<file path="config.mk">
export PLATFORM = sky130hd
export DESIGN_NAME = gpio_pin_port_with_wake_irq
export DESIGN_NICKNAME = d
export VERILOG_FILES = /design/src/pkg/gpio_pkg.sv /design/src/logic/gpio_pin_port_with_wake_irq.sv /design/src/logic/pin_irq_unit.sv /design/src/logic/pin_sync.sv
export SDC_FILE = /design/constraint.sdc
export NUM_CORES = 2
export LEC_CHECK = 0
export ABC_CLOCK_PERIOD_IN_PS = 87300
export BUFFER_PORTS_ARGS = -buffer_cell sky130_fd_sc_hd__buf_4
export CAP_MARGIN = 40
export CORE_ASPECT_RATIO = 2
export CORE_MARGIN = 1
export CORE_UTILIZATION = 60
export CTS_BUF_LIST = sky130_fd_sc_hd__clkbuf_16
export DETAILED_ROUTE_END_ITERATION = 7
export PLACE_DENSITY = 0.82
export SLEW_MARGIN = 20
export SYNTH_ARGS = -nofsm -noshare
export SYNTH_HDL_FRONTEND = slang
export SYNTH_SLANG_ARGS = --single-unit
</file>
<file path="constraint.sdc">
create_clock -name ref_clk -period 87.3 [get_ports ref_clk]
set_input_delay 17.46 -clock ref_clk [delete_from_list [all_inputs] [get_ports ref_clk]]
set_output_delay 17.46 -clock ref_clk [all_outputs]
set_load 0.005 [all_outputs]
</file>
<file path="src/pkg/gpio_pkg.sv">
package gpio_pkg;

  // Pin modes held per pin.
  typedef enum logic [2:0] {
    mode_in,
    mode_out,
    mode_od,
    mode_alt,
    mode_alt_od
  } pin_mode_e;

  // Power state reported by the system controller.
  typedef enum logic [1:0] {
    power_state_active,
    power_state_suspend,
    power_state_deep
  } power_state_e;

  // Register word addresses.
  localparam logic [7:0] ADDR_PIN_CFG_BASE = 8'h00;
  localparam logic [7:0] ADDR_IRQ_CFG_BASE = 8'h20;
  localparam logic [7:0] ADDR_OUT_VALUE    = 8'h40;
  localparam logic [7:0] ADDR_IN_VALUE     = 8'h41;
  localparam logic [7:0] ADDR_IRQ_STATUS   = 8'h42;
  localparam logic [7:0] ADDR_IRQ_SWTRIG   = 8'h43;
  localparam logic [7:0] ADDR_IRQ_ACTIVE   = 8'h44;

  // Pin configuration word fields.
  localparam int MODE_LSB  = 0;
  localparam int MODE_VLD  = 3;
  localparam int PULL_LSB  = 4;
  localparam int PULL_VLD  = 6;
  localparam int DRV_LSB   = 7;
  localparam int DRV_VLD   = 9;
  localparam int ALT_LSB   = 10;
  localparam int ALT_VLD   = 14;
  localparam int VAL_BIT   = 15;
  localparam int VAL_VLD   = 16;
  localparam int ALT_W     = 4;

  // Interrupt configuration word fields.
  localparam int TRIG_LSB  = 0;
  localparam int PRIO_LSB  = 4;
  localparam int EN_BIT    = 7;
  localparam int WSUSP_BIT = 8;
  localparam int WDEEP_BIT = 9;
  localparam int SWTRG_BIT = 10;

  // Trigger bit positions inside the trigger field.
  localparam int TRIG_FALL = 0;
  localparam int TRIG_RISE = 1;
  localparam int TRIG_LOW  = 2;
  localparam int TRIG_HIGH = 3;

  // Pull and drive encodings.
  localparam logic [1:0] PULL_NONE       = 2'h0;
  localparam logic [1:0] PULL_UP         = 2'h1;
  localparam logic [1:0] PULL_DOWN       = 2'h2;
  localparam logic [1:0] DRIVE_LEVEL_LOW = 2'h0;
  localparam logic [1:0] drive_level_mid = 2'h1;
  localparam logic [1:0] DRIVE_LEVEL_HI  = 2'h2;

  // Values after reset.
  localparam logic [2:0] PRIO_MIN       = 3'h1;
  localparam logic [1:0] RST_PULL       = PULL_NONE;
  localparam logic [1:0] RST_DRIVE      = DRIVE_LEVEL_LOW;
  localparam logic [3:0] RST_TRIG       = 4'h3;
  localparam logic [2:0] RST_PRIO       = PRIO_MIN;

  // Pins that may wake the system from the lower power states.
  localparam int wake_pin_a = 2;
  localparam int wake_pin_b = 4;
  localparam int wake_pin_c = 10;
  localparam int wake_pin_d = 11;
  localparam int wake_pin_e = 17;
  localparam int wake_pin_f = 24;

  // Tells whether a pin index is one of the wake capable pins.
  function automatic logic is_wake_pin(input int idx);
    return (idx == wake_pin_a) || (idx == wake_pin_b) ||
           (idx == wake_pin_c) || (idx == wake_pin_d) ||
           (idx == wake_pin_e) || (idx == wake_pin_f);
  endfunction

endpackage

</file>
<file path="src/logic/gpio_pin_port_with_wake_irq.sv">
// Design decisions made here: the plain strobed port and the placing of the registers.
`timescale 1ns/1ps
module gpio_pin_port_with_wake_irq #(
  parameter int NPINS = 32
) (
  // Clock and reset.
  input  wire logic                            ref_clk,
  input  wire logic                            rst,
  // Register port.
  input  wire logic [7:0]                      reg_addr,
  input  wire logic [31:0]                     reg_wdata,
  input  wire logic                            reg_wr,
  input  wire logic                            reg_rd,
  output logic      [31:0]                     reg_rdata,
  // Pad side.
  input  wire logic [NPINS-1:0]                pad_in,
  output logic      [NPINS-1:0]                pad_out,
  output logic      [NPINS-1:0]                pad_oe,
  output logic      [NPINS-1:0]                pull_up_en,
  output logic      [NPINS-1:0]                pull_dn_en,
  output logic      [2*NPINS-1:0]              pad_drive,
  // Peripheral side.
  input  wire logic [NPINS-1:0]                alt_out,
  input  wire logic [NPINS-1:0]                alt_oe,
  output logic      [NPINS-1:0]                alt_en,
  output logic      [gpio_pkg::ALT_W*NPINS-1:0] alt_sel,
  output logic      [NPINS-1:0]                alt_in,
  // Interrupt and wake side.
  input  gpio_pkg::power_state_e               power_state,
  output logic      [NPINS-1:0]                irq_pending,
  output logic      [2:0]                      irq_level,
  output logic      [4:0]                      irq_pin,
  output logic                                 wake
);
  import gpio_pkg::*;

  //////////////////////////////////////////////////////////////////////////

  pin_mode_e        mode_q  [NPINS];
  pin_mode_e        mode_d  [NPINS];
  logic [1:0]       pull_q  [NPINS];
  logic [1:0]       pull_d  [NPINS];
  logic [1:0]       drv_q   [NPINS];
  logic [1:0]       drv_d   [NPINS];
  logic [ALT_W-1:0] alt_q   [NPINS];
  logic [ALT_W-1:0] alt_d   [NPINS];
  logic [NPINS-1:0] obuf_q;
  logic [NPINS-1:0] obuf_d;
  logic [3:0]       trig_q  [NPINS];
  logic [3:0]       trig_d  [NPINS];
  logic [2:0]       prio_q  [NPINS];
  logic [2:0]       prio_d  [NPINS];
  logic [NPINS-1:0] en_q;
  logic [NPINS-1:0] en_d;
  logic [NPINS-1:0] deep_q;
  logic [NPINS-1:0] deep_d;
  logic [NPINS-1:0] pend_q;
  logic [NPINS-1:0] pend_d;
  logic [4:0]       susp_pin_q;
  logic [4:0]       susp_pin_d;
  logic             susp_vld_q;
  logic             susp_vld_d;
  logic [2:0]       lvl_q;
  logic [2:0]       lvl_d;
  logic [4:0]       lpin_q;
  logic [4:0]       lpin_d;
  logic             wake_q;
  logic             wake_d;
  logic [31:0]      rdata_q;
  logic [31:0]      rdata_d;
  logic [NPINS-1:0] pad_sync;
  logic [NPINS-1:0] trig_src;
  logic [NPINS-1:0] pin_event;
  logic             wr_pin_cfg;
  logic             wr_irq_cfg;
  logic [4:0]       widx;

  // Tells whether a mode hands the pad to a peripheral.
  function automatic logic is_alt(input pin_mode_e m);
    return (m == mode_alt) || (m == mode_alt_od);
  endfunction

  // Tells whether a word address falls in a per-pin window.
  function automatic logic in_window(input logic [7:0] a,
                                     input logic [7:0] base);
    return (a[7:5] == base[7:5]) && (int'(a[4:0]) < NPINS);
  endfunction

  //////////////////////////////////////////////////////////////////////////

  pin_sync #(
    .W        (NPINS)
  ) u_sync (
    .ref_clk  (ref_clk),
    .rst      (rst),
    .async_in (pad_in),
    .sync_out (pad_sync)
  );

  // Write decode shared by both configuration groups.
  assign wr_pin_cfg = reg_wr && in_window(reg_addr, ADDR_PIN_CFG_BASE);
  assign wr_irq_cfg = reg_wr && in_window(reg_addr, ADDR_IRQ_CFG_BASE);
  assign widx       = reg_addr[4:0];

  //////////////////////////////////////////////////////////////////////////

  // Next pin configuration and output buffer.
  always_comb begin
    pin_mode_e nm;
    nm = mode_in;
    obuf_d = obuf_q;
    if (reg_wr && reg_addr == ADDR_OUT_VALUE) begin
      obuf_d = reg_wdata[NPINS-1:0];
    end
    for (int i = 0; i < NPINS; i++) begin
      mode_d[i] = mode_q[i];
      pull_d[i] = pull_q[i];
      drv_d[i]  = drv_q[i];
      alt_d[i]  = alt_q[i];
      if (wr_pin_cfg && int'(widx) == i) begin
        if (reg_wdata[MODE_VLD] &&
            reg_wdata[MODE_LSB+:3] <= 3'(mode_alt_od)) begin
          mode_d[i] = pin_mode_e'(reg_wdata[MODE_LSB+:3]);
        end
        if (reg_wdata[PULL_VLD] && reg_wdata[PULL_LSB+:2] != 2'h3) begin
          pull_d[i] = reg_wdata[PULL_LSB+:2];
        end
        if (reg_wdata[DRV_VLD] && reg_wdata[DRV_LSB+:2] != 2'h3) begin
          drv_d[i] = reg_wdata[DRV_LSB+:2];
        end
        if (reg_wdata[ALT_VLD]) begin
          alt_d[i] = reg_wdata[ALT_LSB+:ALT_W];
        end
        nm = mode_d[i];
        if (reg_wdata[VAL_VLD] && (nm == mode_out || nm == mode_od)) begin
          obuf_d[i] = reg_wdata[VAL_BIT];
        end
      end
    end
  end

  always_ff @(posedge ref_clk or posedge rst) begin
    if (rst) begin
      obuf_q <= '0;
      for (int i = 0; i < NPINS; i++) begin
        mode_q[i] <= mode_in;
        pull_q[i] <= RST_PULL;
        drv_q[i]  <= RST_DRIVE;
        alt_q[i]  <= '0;
      end
    end else begin
      obuf_q <= obuf_d;
      for (int i = 0; i < NPINS; i++) begin
        mode_q[i] <= mode_d[i];
        pull_q[i] <= pull_d[i];
        drv_q[i]  <= drv_d[i];
        alt_q[i]  <= alt_d[i];
      end
    end
  end

  //////////////////////////////////////////////////////////////////////////

  // Pad driver, pulls, drive and peripheral connection per pin.
  always_comb begin
    for (int i = 0; i < NPINS; i++) begin
      pad_out[i]          = 1'b0;
      pad_oe[i]           = 1'b0;
      alt_en[i]           = is_alt(mode_q[i]);
      alt_sel[i*ALT_W+:ALT_W] = '0;
      pull_up_en[i]       = (pull_q[i] == PULL_UP);
      pull_dn_en[i]       = (pull_q[i] == PULL_DOWN);
      pad_drive[2*i+:2]   = drv_q[i];
      alt_in[i]           = is_alt(mode_q[i]) & pad_sync[i];
      case (mode_q[i])
        mode_in: begin
          pad_oe[i] = 1'b0;
        end
        mode_out: begin
          pad_out[i] = obuf_q[i];
          pad_oe[i]  = 1'b1;
        end
        mode_od: begin
          pad_oe[i] = ~obuf_q[i];
        end
        mode_alt: begin
          pad_out[i]              = alt_out[i];
          pad_oe[i]               = alt_oe[i];
          alt_sel[i*ALT_W+:ALT_W] = alt_q[i];
        end
        mode_alt_od: begin
          pad_oe[i]               = alt_oe[i] & ~alt_out[i];
          alt_sel[i*ALT_W+:ALT_W] = alt_q[i];
        end
        default: begin
          pad_oe[i] = 1'b0;
        end
      endcase
    end
  end

  //////////////////////////////////////////////////////////////////////////

  always_comb begin
    for (int i = 0; i < NPINS; i++) begin
      case (mode_q[i])
        mode_out: trig_src[i] = obuf_q[i];
        mode_od:  trig_src[i] = obuf_q[i] & pad_sync[i];
        default:  trig_src[i] = pad_sync[i];
      endcase
    end
  end

  // One detector per pin.
  for (genvar g = 0; g < NPINS; g++) begin : g_det
    pin_irq_unit u_det (
      .ref_clk   (ref_clk),
      .rst       (rst),
      .src       (trig_src[g]),
      .trig      (trig_q[g]),
      .event_hit (pin_event[g])
    );
  end

  //////////////////////////////////////////////////////////////////////////

  // Next interrupt configuration, pending flags and wake selection.
  always_comb begin
    logic [NPINS-1:0] set_v;
    logic [NPINS-1:0] clr_v;
    set_v      = '0;
    clr_v      = '0;
    susp_pin_d = susp_pin_q;
    susp_vld_d = susp_vld_q;
    if (reg_wr && reg_addr == ADDR_IRQ_SWTRIG) begin
      set_v = reg_wdata[NPINS-1:0];
    end
    if (reg_wr && reg_addr == ADDR_IRQ_STATUS) begin
      clr_v = reg_wdata[NPINS-1:0];
    end
    for (int i = 0; i < NPINS; i++) begin
      trig_d[i] = trig_q[i];
      prio_d[i] = prio_q[i];
      en_d[i]   = en_q[i];
      deep_d[i] = deep_q[i];
      if (wr_irq_cfg && int'(widx) == i) begin
        trig_d[i] = reg_wdata[TRIG_LSB+:4];
        // priority kept within 1 to 7.
        prio_d[i] = (reg_wdata[PRIO_LSB+:3] == 3'h0) ? PRIO_MIN
                                                     : reg_wdata[PRIO_LSB+:3];
        en_d[i]   = reg_wdata[EN_BIT];
        // every wake pin may be armed for deep; suspend arms only one pin at a time.
        deep_d[i] = reg_wdata[WDEEP_BIT] & is_wake_pin(i);
        if (reg_wdata[WSUSP_BIT] && is_wake_pin(i)) begin
          susp_pin_d = 5'(i);
          susp_vld_d = 1'b1;
        end else if (susp_pin_q == 5'(i)) begin
          susp_vld_d = 1'b0;
        end
        set_v[i] = set_v[i] | reg_wdata[SWTRG_BIT];
      end
      set_v[i] = set_v[i] | (en_q[i] & pin_event[i]);
    end
    // A new event wins over a clear in the same cycle.
    pend_d = (pend_q & ~clr_v) | set_v;
  end

  always_ff @(posedge ref_clk or posedge rst) begin
    if (rst) begin
      en_q       <= '0;
      deep_q     <= '0;
      pend_q     <= '0;
      susp_pin_q <= '0;
      susp_vld_q <= 1'b0;
      for (int i = 0; i < NPINS; i++) begin
        trig_q[i] <= RST_TRIG;
        prio_q[i] <= RST_PRIO;
      end
    end else begin
      en_q       <= en_d;
      deep_q     <= deep_d;
      pend_q     <= pend_d;
      susp_pin_q <= susp_pin_d;
      susp_vld_q <= susp_vld_d;
      for (int i = 0; i < NPINS; i++) begin
        trig_q[i] <= trig_d[i];
        prio_q[i] <= prio_d[i];
      end
    end
  end

  //////////////////////////////////////////////////////////////////////////

  // Highest priority pending pin, lowest index on a tie, and wake request.
  always_comb begin
    lvl_d  = 3'h0;
    lpin_d = 5'h00;
    wake_d = 1'b0;
    for (int i = 0; i < NPINS; i++) begin
      if (pend_q[i] && prio_q[i] > lvl_d) begin
        lvl_d  = prio_q[i];
        lpin_d = 5'(i);
      end
      case (power_state)
        power_state_active: wake_d = wake_d | (pend_q[i] & en_q[i]);
        power_state_suspend: wake_d = wake_d | (pend_q[i] & susp_vld_q &
                                                (susp_pin_q == 5'(i)));
        power_state_deep: wake_d = wake_d | (pend_q[i] & deep_q[i]);
        default: wake_d = wake_d;
      endcase
    end
  end

  always_ff @(posedge ref_clk or posedge rst) begin
    if (rst) begin
      lvl_q  <= 3'h0;
      lpin_q <= 5'h00;
      wake_q <= 1'b0;
    end else begin
      lvl_q  <= lvl_d;
      lpin_q <= lpin_d;
      wake_q <= wake_d;
    end
  end

  //////////////////////////////////////////////////////////////////////////

  // Read data for the cycle after a read strobe; zero otherwise.
  always_comb begin
    rdata_d = 32'h0000_0000;
    if (reg_rd) begin
      if (in_window(reg_addr, ADDR_PIN_CFG_BASE)) begin
        rdata_d[MODE_LSB+:3]     = 3'(mode_q[widx]);
        rdata_d[PULL_LSB+:2]     = pull_q[widx];
        rdata_d[DRV_LSB+:2]      = drv_q[widx];
        rdata_d[ALT_LSB+:ALT_W]  = alt_q[widx];
        rdata_d[VAL_BIT]         = obuf_q[widx];
      end else if (in_window(reg_addr, ADDR_IRQ_CFG_BASE)) begin
        rdata_d[TRIG_LSB+:4]     = trig_q[widx];
        rdata_d[PRIO_LSB+:3]     = prio_q[widx];
        rdata_d[EN_BIT]          = en_q[widx];
        rdata_d[WSUSP_BIT]       = susp_vld_q & (susp_pin_q == widx);
        rdata_d[WDEEP_BIT]       = deep_q[widx];
      end else begin
        case (reg_addr)
          ADDR_OUT_VALUE:  rdata_d[NPINS-1:0] = obuf_q;
          ADDR_IN_VALUE:   rdata_d[NPINS-1:0] = pad_sync;
          ADDR_IRQ_STATUS: rdata_d[NPINS-1:0] = pend_q;
          ADDR_IRQ_ACTIVE: rdata_d[7:0]       = {lpin_q, lvl_q};
          default:         rdata_d            = 32'h0000_0000;
        endcase
      end
    end
  end

  always_ff @(posedge ref_clk or posedge rst) begin
    if (rst) begin
      rdata_q <= 32'h0000_0000;
    end else begin
      rdata_q <= rdata_d;
    end
  end

  // Registered outputs.
  assign reg_rdata   = rdata_q;
  assign irq_pending = pend_q;
  assign irq_level   = lvl_q;
  assign irq_pin     = lpin_q;
  assign wake        = wake_q;

endmodule

</file>
<file path="src/logic/pin_irq_unit.sv">
`timescale 1ns/1ps
module pin_irq_unit (
  // Clock and reset.
  input  wire logic       ref_clk,
  input  wire logic       rst,
  // Trigger source level and enabled trigger conditions.
  input  wire logic       src,
  input  wire logic [3:0] trig,
  // Detected condition, valid in the current cycle.
  output logic            event_hit
);
  import gpio_pkg::*;

  logic prev_q;
  logic prev_d;
  logic seen_q;
  logic seen_d;

  // Remember the last level; no edge is reported before one sample exists.
  always_comb begin
    prev_d = src;
    seen_d = 1'b1;
  end

  always_ff @(posedge ref_clk or posedge rst) begin
    if (rst) begin
      prev_q <= 1'b0;
      seen_q <= 1'b0;
    end else begin
      prev_q <= prev_d;
      seen_q <= seen_d;
    end
  end

  always_comb begin
    event_hit = (trig[TRIG_FALL] & seen_q & prev_q & ~src) |
                (trig[TRIG_RISE] & seen_q & ~prev_q & src) |
                (trig[TRIG_LOW] & ~src) |
                (trig[TRIG_HIGH] & src);
  end

endmodule

</file>
<file path="src/logic/pin_sync.sv">
`timescale 1ns/1ps
module pin_sync #(
  parameter int W = 32
) (
  // Clock and reset.
  input  wire logic         ref_clk,
  input  wire logic         rst,
  // Asynchronous levels in, aligned levels out.
  input  wire logic [W-1:0] async_in,
  output logic      [W-1:0] sync_out
);

  logic [W-1:0] meta_q;
  logic [W-1:0] meta_d;
  logic [W-1:0] sync_q;
  logic [W-1:0] sync_d;

  // The first stage feeds only the second stage.
  always_comb begin
    meta_d = async_in;
    sync_d = meta_q;
  end

  // Two stages of flip-flops.
  always_ff @(posedge ref_clk or posedge rst) begin
    if (rst) begin
      meta_q <= '0;
      sync_q <= '0;
    end else begin
      meta_q <= meta_d;
      sync_q <= sync_d;
    end
  end

  assign sync_out = sync_q;

endmodule

</file>
Yosys cells after proc, flatten, opt, wreduce, memory -nomap -nowiden --
Cells that the tools add are included.
Cells by class: magnitude comparators 35, eq/ne operators 329, multiplexer cells 508, bitwise gates (word level) 847, reduce and logical (&&, ||, !) cells 333
Operator list (count):
- 1-bit bitwise AND | 487
- 3-bit 2-to-1 mux | 102
- 3-bit by 2-bit equality test with 1-bit output, second input constant | 96
- 1-bit bitwise OR | 228
- 5-bit 2-to-1 mux | 42
- 3-bit by 1-bit equality test with 1-bit output, second input constant | 65
- 2-bit AND reduction | 96
- 1-bit one-hot mux with 2 select lines | 90
- 1-bit 2-to-1 mux | 175
- 5-bit equality test, second input constant | 32
- 4-bit 2-to-1 mux | 37
- 1-bit logical AND | 136
- 32-bit 2-to-1 mux | 4
- 1-bit NOT | 128
- 1-bit one-hot mux with 4 select lines | 32
- 3-bit equality test, second input constant | 32
- 3-bit greater-than comparator | 31
- 5-bit by 4-bit equality test with 1-bit output, second input constant | 16
- 24-bit one-hot mux with 3 select lines | 1
- 2-bit by 1-bit equality test with 1-bit output, second input constant | 33
- 2-bit equality test, second input constant | 33
- 1-bit logical OR | 64
- 2-bit OR reduction | 32
- 4-bit binary-select mux with 5-bit select | 2
- other kinds (26) | 58
Storage, ports and cells: bits in registers 822

Logic depth before layout (Yosys ltp) --
depth in word-level cells 96, gate-level depth with buffers 217, mapped depth without buffers 217

Modules after synthesis --
Synthesis repeated with hierarchy kept, for this count alone.
Unflattened totals: cell total of the unflattened synthesis 4567, area total of the unflattened synthesis 48377.6 um^2
Modules (own cells, without submodules):
- gpio_pin_port_with_wake_irq | times used 1, cells an instance 4246, area each 44089.8 um^2, seq. area each 18262.5 um^2
- pin_irq_unit | times used 32, cells an instance 8, area each 83.8 um^2, seq. area each 50.0 um^2
- pin_sync | times used 1, cells an instance 65, area each 1605.3 um^2, seq. area each 1601.5 um^2

Worst setup path after synthesis --
Ideal clock, no wire load.
kind register to register, from register pend_q[0] (netlist: irq_pending[0]), to register lvl_q[0] (netlist: irq_level[0]), arrival 38.255 ns, data required time 87.196 ns, setup slack 48.941 ns, stages on the path, launching flop included 206, path buffers 0, cell sequence dfrtp_1 > and2_1 > inv_1 > ha_1 > nand3_1 > o31ai_4 > nor2_4 > mux2_2 > ha_1 > nor2_1 > o311a_1 > a221o_1 > o211ai_1 > mux2_2 > ha_1 > nor2_1 > nor2_1 > nor3_1 > (+170 left out) > ha_1 > or2_2 > a21oi_1 > nor2_1 > and3_1 > a211o_1 > ha_1 > nand3_1 > nand2_1 > a21oi_1 > mux2_2 > ha_1 > nand3_1 > nand2_1 > a21oi_1 > nor2_1 > and3_1 > a221oi_1
On the way: longest elaborated chain between the ends 95
RTL lines:
- from (decl) | line gpio_pin_port_with_wake_irq.sv:57 | logic [NPINS-1:0] pend_q;
- from (signal assigned) | line gpio_pin_port_with_wake_irq.sv:282 | pend_q <= pend_d;
- 1-bit logical AND (*) | line gpio_pin_port_with_wake_irq.sv:300 | if (pend_q[i] && prio_q[i] > lvl_d) begin
- 3-bit 2-to-1 mux (*) | line gpio_pin_port_with_wake_irq.sv:300
- 3-bit greater-than comparator | line gpio_pin_port_with_wake_irq.sv:300
- 1-bit logical AND | line gpio_pin_port_with_wake_irq.sv:300
- 3-bit 2-to-1 mux (*) | line gpio_pin_port_with_wake_irq.sv:300
- 3-bit greater-than comparator | line gpio_pin_port_with_wake_irq.sv:300
- 1-bit logical AND | line gpio_pin_port_with_wake_irq.sv:300
- 3-bit 2-to-1 mux (*) | line gpio_pin_port_with_wake_irq.sv:300
- (+80 left out)
- 3-bit 2-to-1 mux (*) | line gpio_pin_port_with_wake_irq.sv:300
- 3-bit greater-than comparator | line gpio_pin_port_with_wake_irq.sv:300
- 1-bit logical AND | line gpio_pin_port_with_wake_irq.sv:300
- 3-bit 2-to-1 mux (*) | line gpio_pin_port_with_wake_irq.sv:300
- 3-bit greater-than comparator | line gpio_pin_port_with_wake_irq.sv:300
- 1-bit logical AND | line gpio_pin_port_with_wake_irq.sv:300
- 3-bit 2-to-1 mux (*) | line gpio_pin_port_with_wake_irq.sv:300
- net lvl_d[0] | line gpio_pin_port_with_wake_irq.sv:64 | logic [2:0] lvl_d;
- to (signal assigned) | line gpio_pin_port_with_wake_irq.sv:320 | lvl_q <= lvl_d;
- to (decl) | line gpio_pin_port_with_wake_irq.sv:63 | logic [2:0] lvl_q;
The timed path passes the listed nets; every way through them passes the cells marked *. A chain may end at the register's enable or synchronous reset.

Worst setup path in the final report --
Ends and elaborated chain as after synthesis.

==> impl_metrics.env <==
export IMPL_pin_count=599
export IMPL_avgSynthCellArea_um2=10.75
export IMPL_clock_latency_ns=0.69
export IMPL_worstMarginPinSlew_ns=1.037
export IMPL_yosysMostFrequentCell="dfrtp_1"
export IMPL_synth_warnings=0
export IMPL_final_cells=6059
export IMPL_fin_ws_ns=43.86
export IMPL_synth_cell_types=116
export IMPL_syn_nets=4623
export IMPL_setup_violations=0
export IMPL_rsz0062_at_grt="no"
export IMPL_cp_end_kind="flop"
export IMPL_cts_tree="done"
export IMPL_grt_usage_pct=47.68
export IMPL_fin_hold_ws_ns=0.3335
export IMPL_hold_class="reg -> reg"
export IMPL_synth_seq_area_share_pct=43.33
export IMPL_synth_cells=4444
export IMPL_netlist_top_cells_count="dfrtp_1, mux2_2, nand2_1, nor2_1, clkbuf_1"
export IMPL_syn_area_um2=47750
export IMPL_drt_pass1_iterations=7
export IMPL_timing_critical_path_mode_cell="nor2_1"
export IMPL_post_drt_wl_per_cell_um=31.73
export IMPL_vias_per_cell=7.007
export IMPL_cts_resized=0
export IMPL_p_sw_uw=456.1
export IMPL_fp_dieW_um=201.5
export IMPL_initial_utilization_pct=60.51
export IMPL_p_per_area_nw_per_um2=22.00
export IMPL_cpPeakStageDelay_ns=0.66
export IMPL_period_share_pct=49.76
export IMPL_max_vdd_ir_drop_mv=0.02226
export IMPL_fillers=5721
export IMPL_status="finished clean"
export IMPL_combPwrFrac_pct=37.2
export IMPL_cp_arrival_ns=44.03
export IMPL_nets=5134
export IMPL_multi_input_area_um2=25670
export IMPL_synth_top_cell_by_area="dfrtp_1"
export IMPL_yosys_most_used_dff="dfrtp_1"
export IMPL_grt_pass1_wl_um=280800
export IMPL_clkPwrFrac_pct=26.8
export IMPL_hold_viol=0
export IMPL_placed_cells=5898
export IMPL_grt_overflow_total=0
export IMPL_cts_sinks=822
export IMPL_grt_max_degree=161
export IMPL_post_cts_setup_buffers=0
export IMPL_synthArstFlopShare_pct=100.0
export IMPL_die_area_um2=80790
export IMPL_clkTransAtPathRegs_ns=0.07
export IMPL_wl_um=192200
export IMPL_synth_top_area_share_pct=38.05
export IMPL_cts_buffers=74
export IMPL_cts_buffer_depth=3
export IMPL_p_sw_share_pct=36.97
export IMPL_critPathSlowestCell="o31ai_1"
export IMPL_synth_edf_count=0
export IMPL_portBuffers=598
export IMPL_syn_to_final_growth_pct=17.44
export IMPL_grt_pass1_vias=42180
export IMPL_p_leak_uw=0.02639
export IMPL_cts_root_buffer="clkbuf_16"
export IMPL_drc=0
export IMPL_die_h_um=401.0
export IMPL_rows=146
export IMPL_slew_headroom_pct=30.88
export IMPL_core_area_um2=78920
export IMPL_drv_slew=0
export IMPL_seqCellArea_um2=20690
export IMPL_seq_power_share_pct=35.9
export IMPL_clock_fmax_mhz=23.02
export IMPL_cap_violations=0
export IMPL_cts_hold_buf=0
export IMPL_place_congestion=1.116
export IMPL_period_minus_slack_ns=43.44
export IMPL_drive_gt1_share_pct=35.21
export IMPL_synth_seq_cells=822
export IMPL_criticalPathCategory="reg -> reg"
export IMPL_path_max_fanout=10
export IMPL_dp_hpwl_um=139200
export IMPL_rrSetupSlack_ns=43.86
export IMPL_drt_iter0_drc=4986
export IMPL_grt_antenna_before_repair=7
export IMPL_crit_required_ns=87.89
export IMPL_route_antenna_remaining_nets=0
export IMPL_htreeDepth=3
export IMPL_clock_skew_ns=0.03313
export IMPL_fin_setup_tns_ns=0
export IMPL_intPower_uw=777.8
export IMPL_netlist_top_cells_area="dfrtp_1, mux2_2, mux4_2"
export IMPL_dr_total_vias=42460
export IMPL_dp_worst_setup_slack_ns=44.15
export IMPL_cp_start_kind="flop"
routing by layer:
| layer | track usage, % | wire length (um) | up-vias |
|---|---|---|---|
| li1 | - | - | 17310 |
| met1 | 52.44 | 60820 | 20990 |
| met2 | 74.36 | 88710 | 3253 |
| met3 | 15.23 | 22680 | 913 |
| met4 | 41.25 | 20040 | 0 |
| met5 | 0 | 0 | - |
layout by cell type, fill, tap and decap left out, types with 76 or more instances in the layout:
cell type	synthesis	routed
nand2_1	563	563
nor2b_1	115	115
dfstp_2	96	96
buf_4	2	678
and2_1	180	180
dfrtp_1	726	725
a21oi_1	118	118
mux4_2	202	202
nand3_1	109	108
mux2_2	565	565
clkbuf_16	0	76
inv_1	93	114
mux2i_1	90	90
o21ai_0	144	141
nor2_1	299	290
power groups by stage:
stage	clock, uW	combinational, uW	sequential (uW)
floorplan	0	337	423
global placement	0	437	446
detailed placement	0	450	447
CTS	331	453	440
global route	344	506	443
finish	331	460	443
worst max-delay path: cells and delay by family, from the launching register on:
family                     cells  cell delay (ns)
AOI/OAI and AO/OA             74            16.26
adders and majority gates     38            10.49
buffers and inverters          4             0.36
DFF                            1             0.54
muxes                          8             3.11
and+or+nand+nor               81            12.63
registers in the layout, summed over array words and instances (netlist names), 6 cells and up:
signal,cells
alt_q,128
trig_q,128
mode_q,96
prio_q,96
pad_drive,64
pull_q,64
en_q,32
g_det.u_det.prev_q,32
irq_pending,32
obuf_q,32
reg_rdata,32
u_sync.meta_q,32
u_sync.sync_out,32
deep_q,6
path summary, 6_finish.rpt:
| kind | to | startpoint | cells past startpoint |
|---|---|---|---|
| max | irq_level[0]$_DFF_PP0_ | irq_pending[0]$_DFF_PP0_ | 205 |
| min | u_sync.sync_out[18]$_DFF_PP0_ | u_sync.meta_q[18]$_DFF_PP0_ | 0 |
| max reg2reg | irq_level[0]$_DFF_PP0_ | irq_pending[0]$_DFF_PP0_ | 205 |
| min reg2reg | u_sync.sync_out[18]$_DFF_PP0_ | u_sync.meta_q[18]$_DFF_PP0_ | 0 |
| max in group asynchronous | pull_q[14]$_DFFE_PP0P_ | rst | 10 |
| min in group asynchronous | alt_q[96]$_DFFE_PP0P_ | rst | 2 |
through the flow:
stage,cell area (um2),util [%],total power (uW)
floorplan,47750,-,760.2
global placement,53050,67.22,883.8
detailed placement,53490,67.78,897.2
CTS,55850,70.78,1223
global route,56070,71.05,1294
finish,56080,71.06,1234
logic make-up after synthesis:
group / after synthesis / synth area share, %
other: 1 / 0.007853
adders and majority gates: 45 / 1.148
muxes: 858 / 24.77
buffers and inverters: 378 / 3.005
xor gates and xnor gates: 35 / 0.6420
AOI/OAI and AO/OA: 744 / 11.15
DFF: 822 / 43.33
and+or+nand+nor: 1561 / 15.95
layout make-up:
cell class | instances | area share [%]
multi-input cells | 3244 | 45.78
well taps | 1036 | 2.311
flip-flops and latches | 822 | 36.90
clock buffers | 76 | 3.391
clock inverters | 60 | 0.8211
repair buffers | 717 | 10.10
diodes | 8 | 0.03570
inverters | 96 | 0.6560
(Power assumes the default switching activity.)
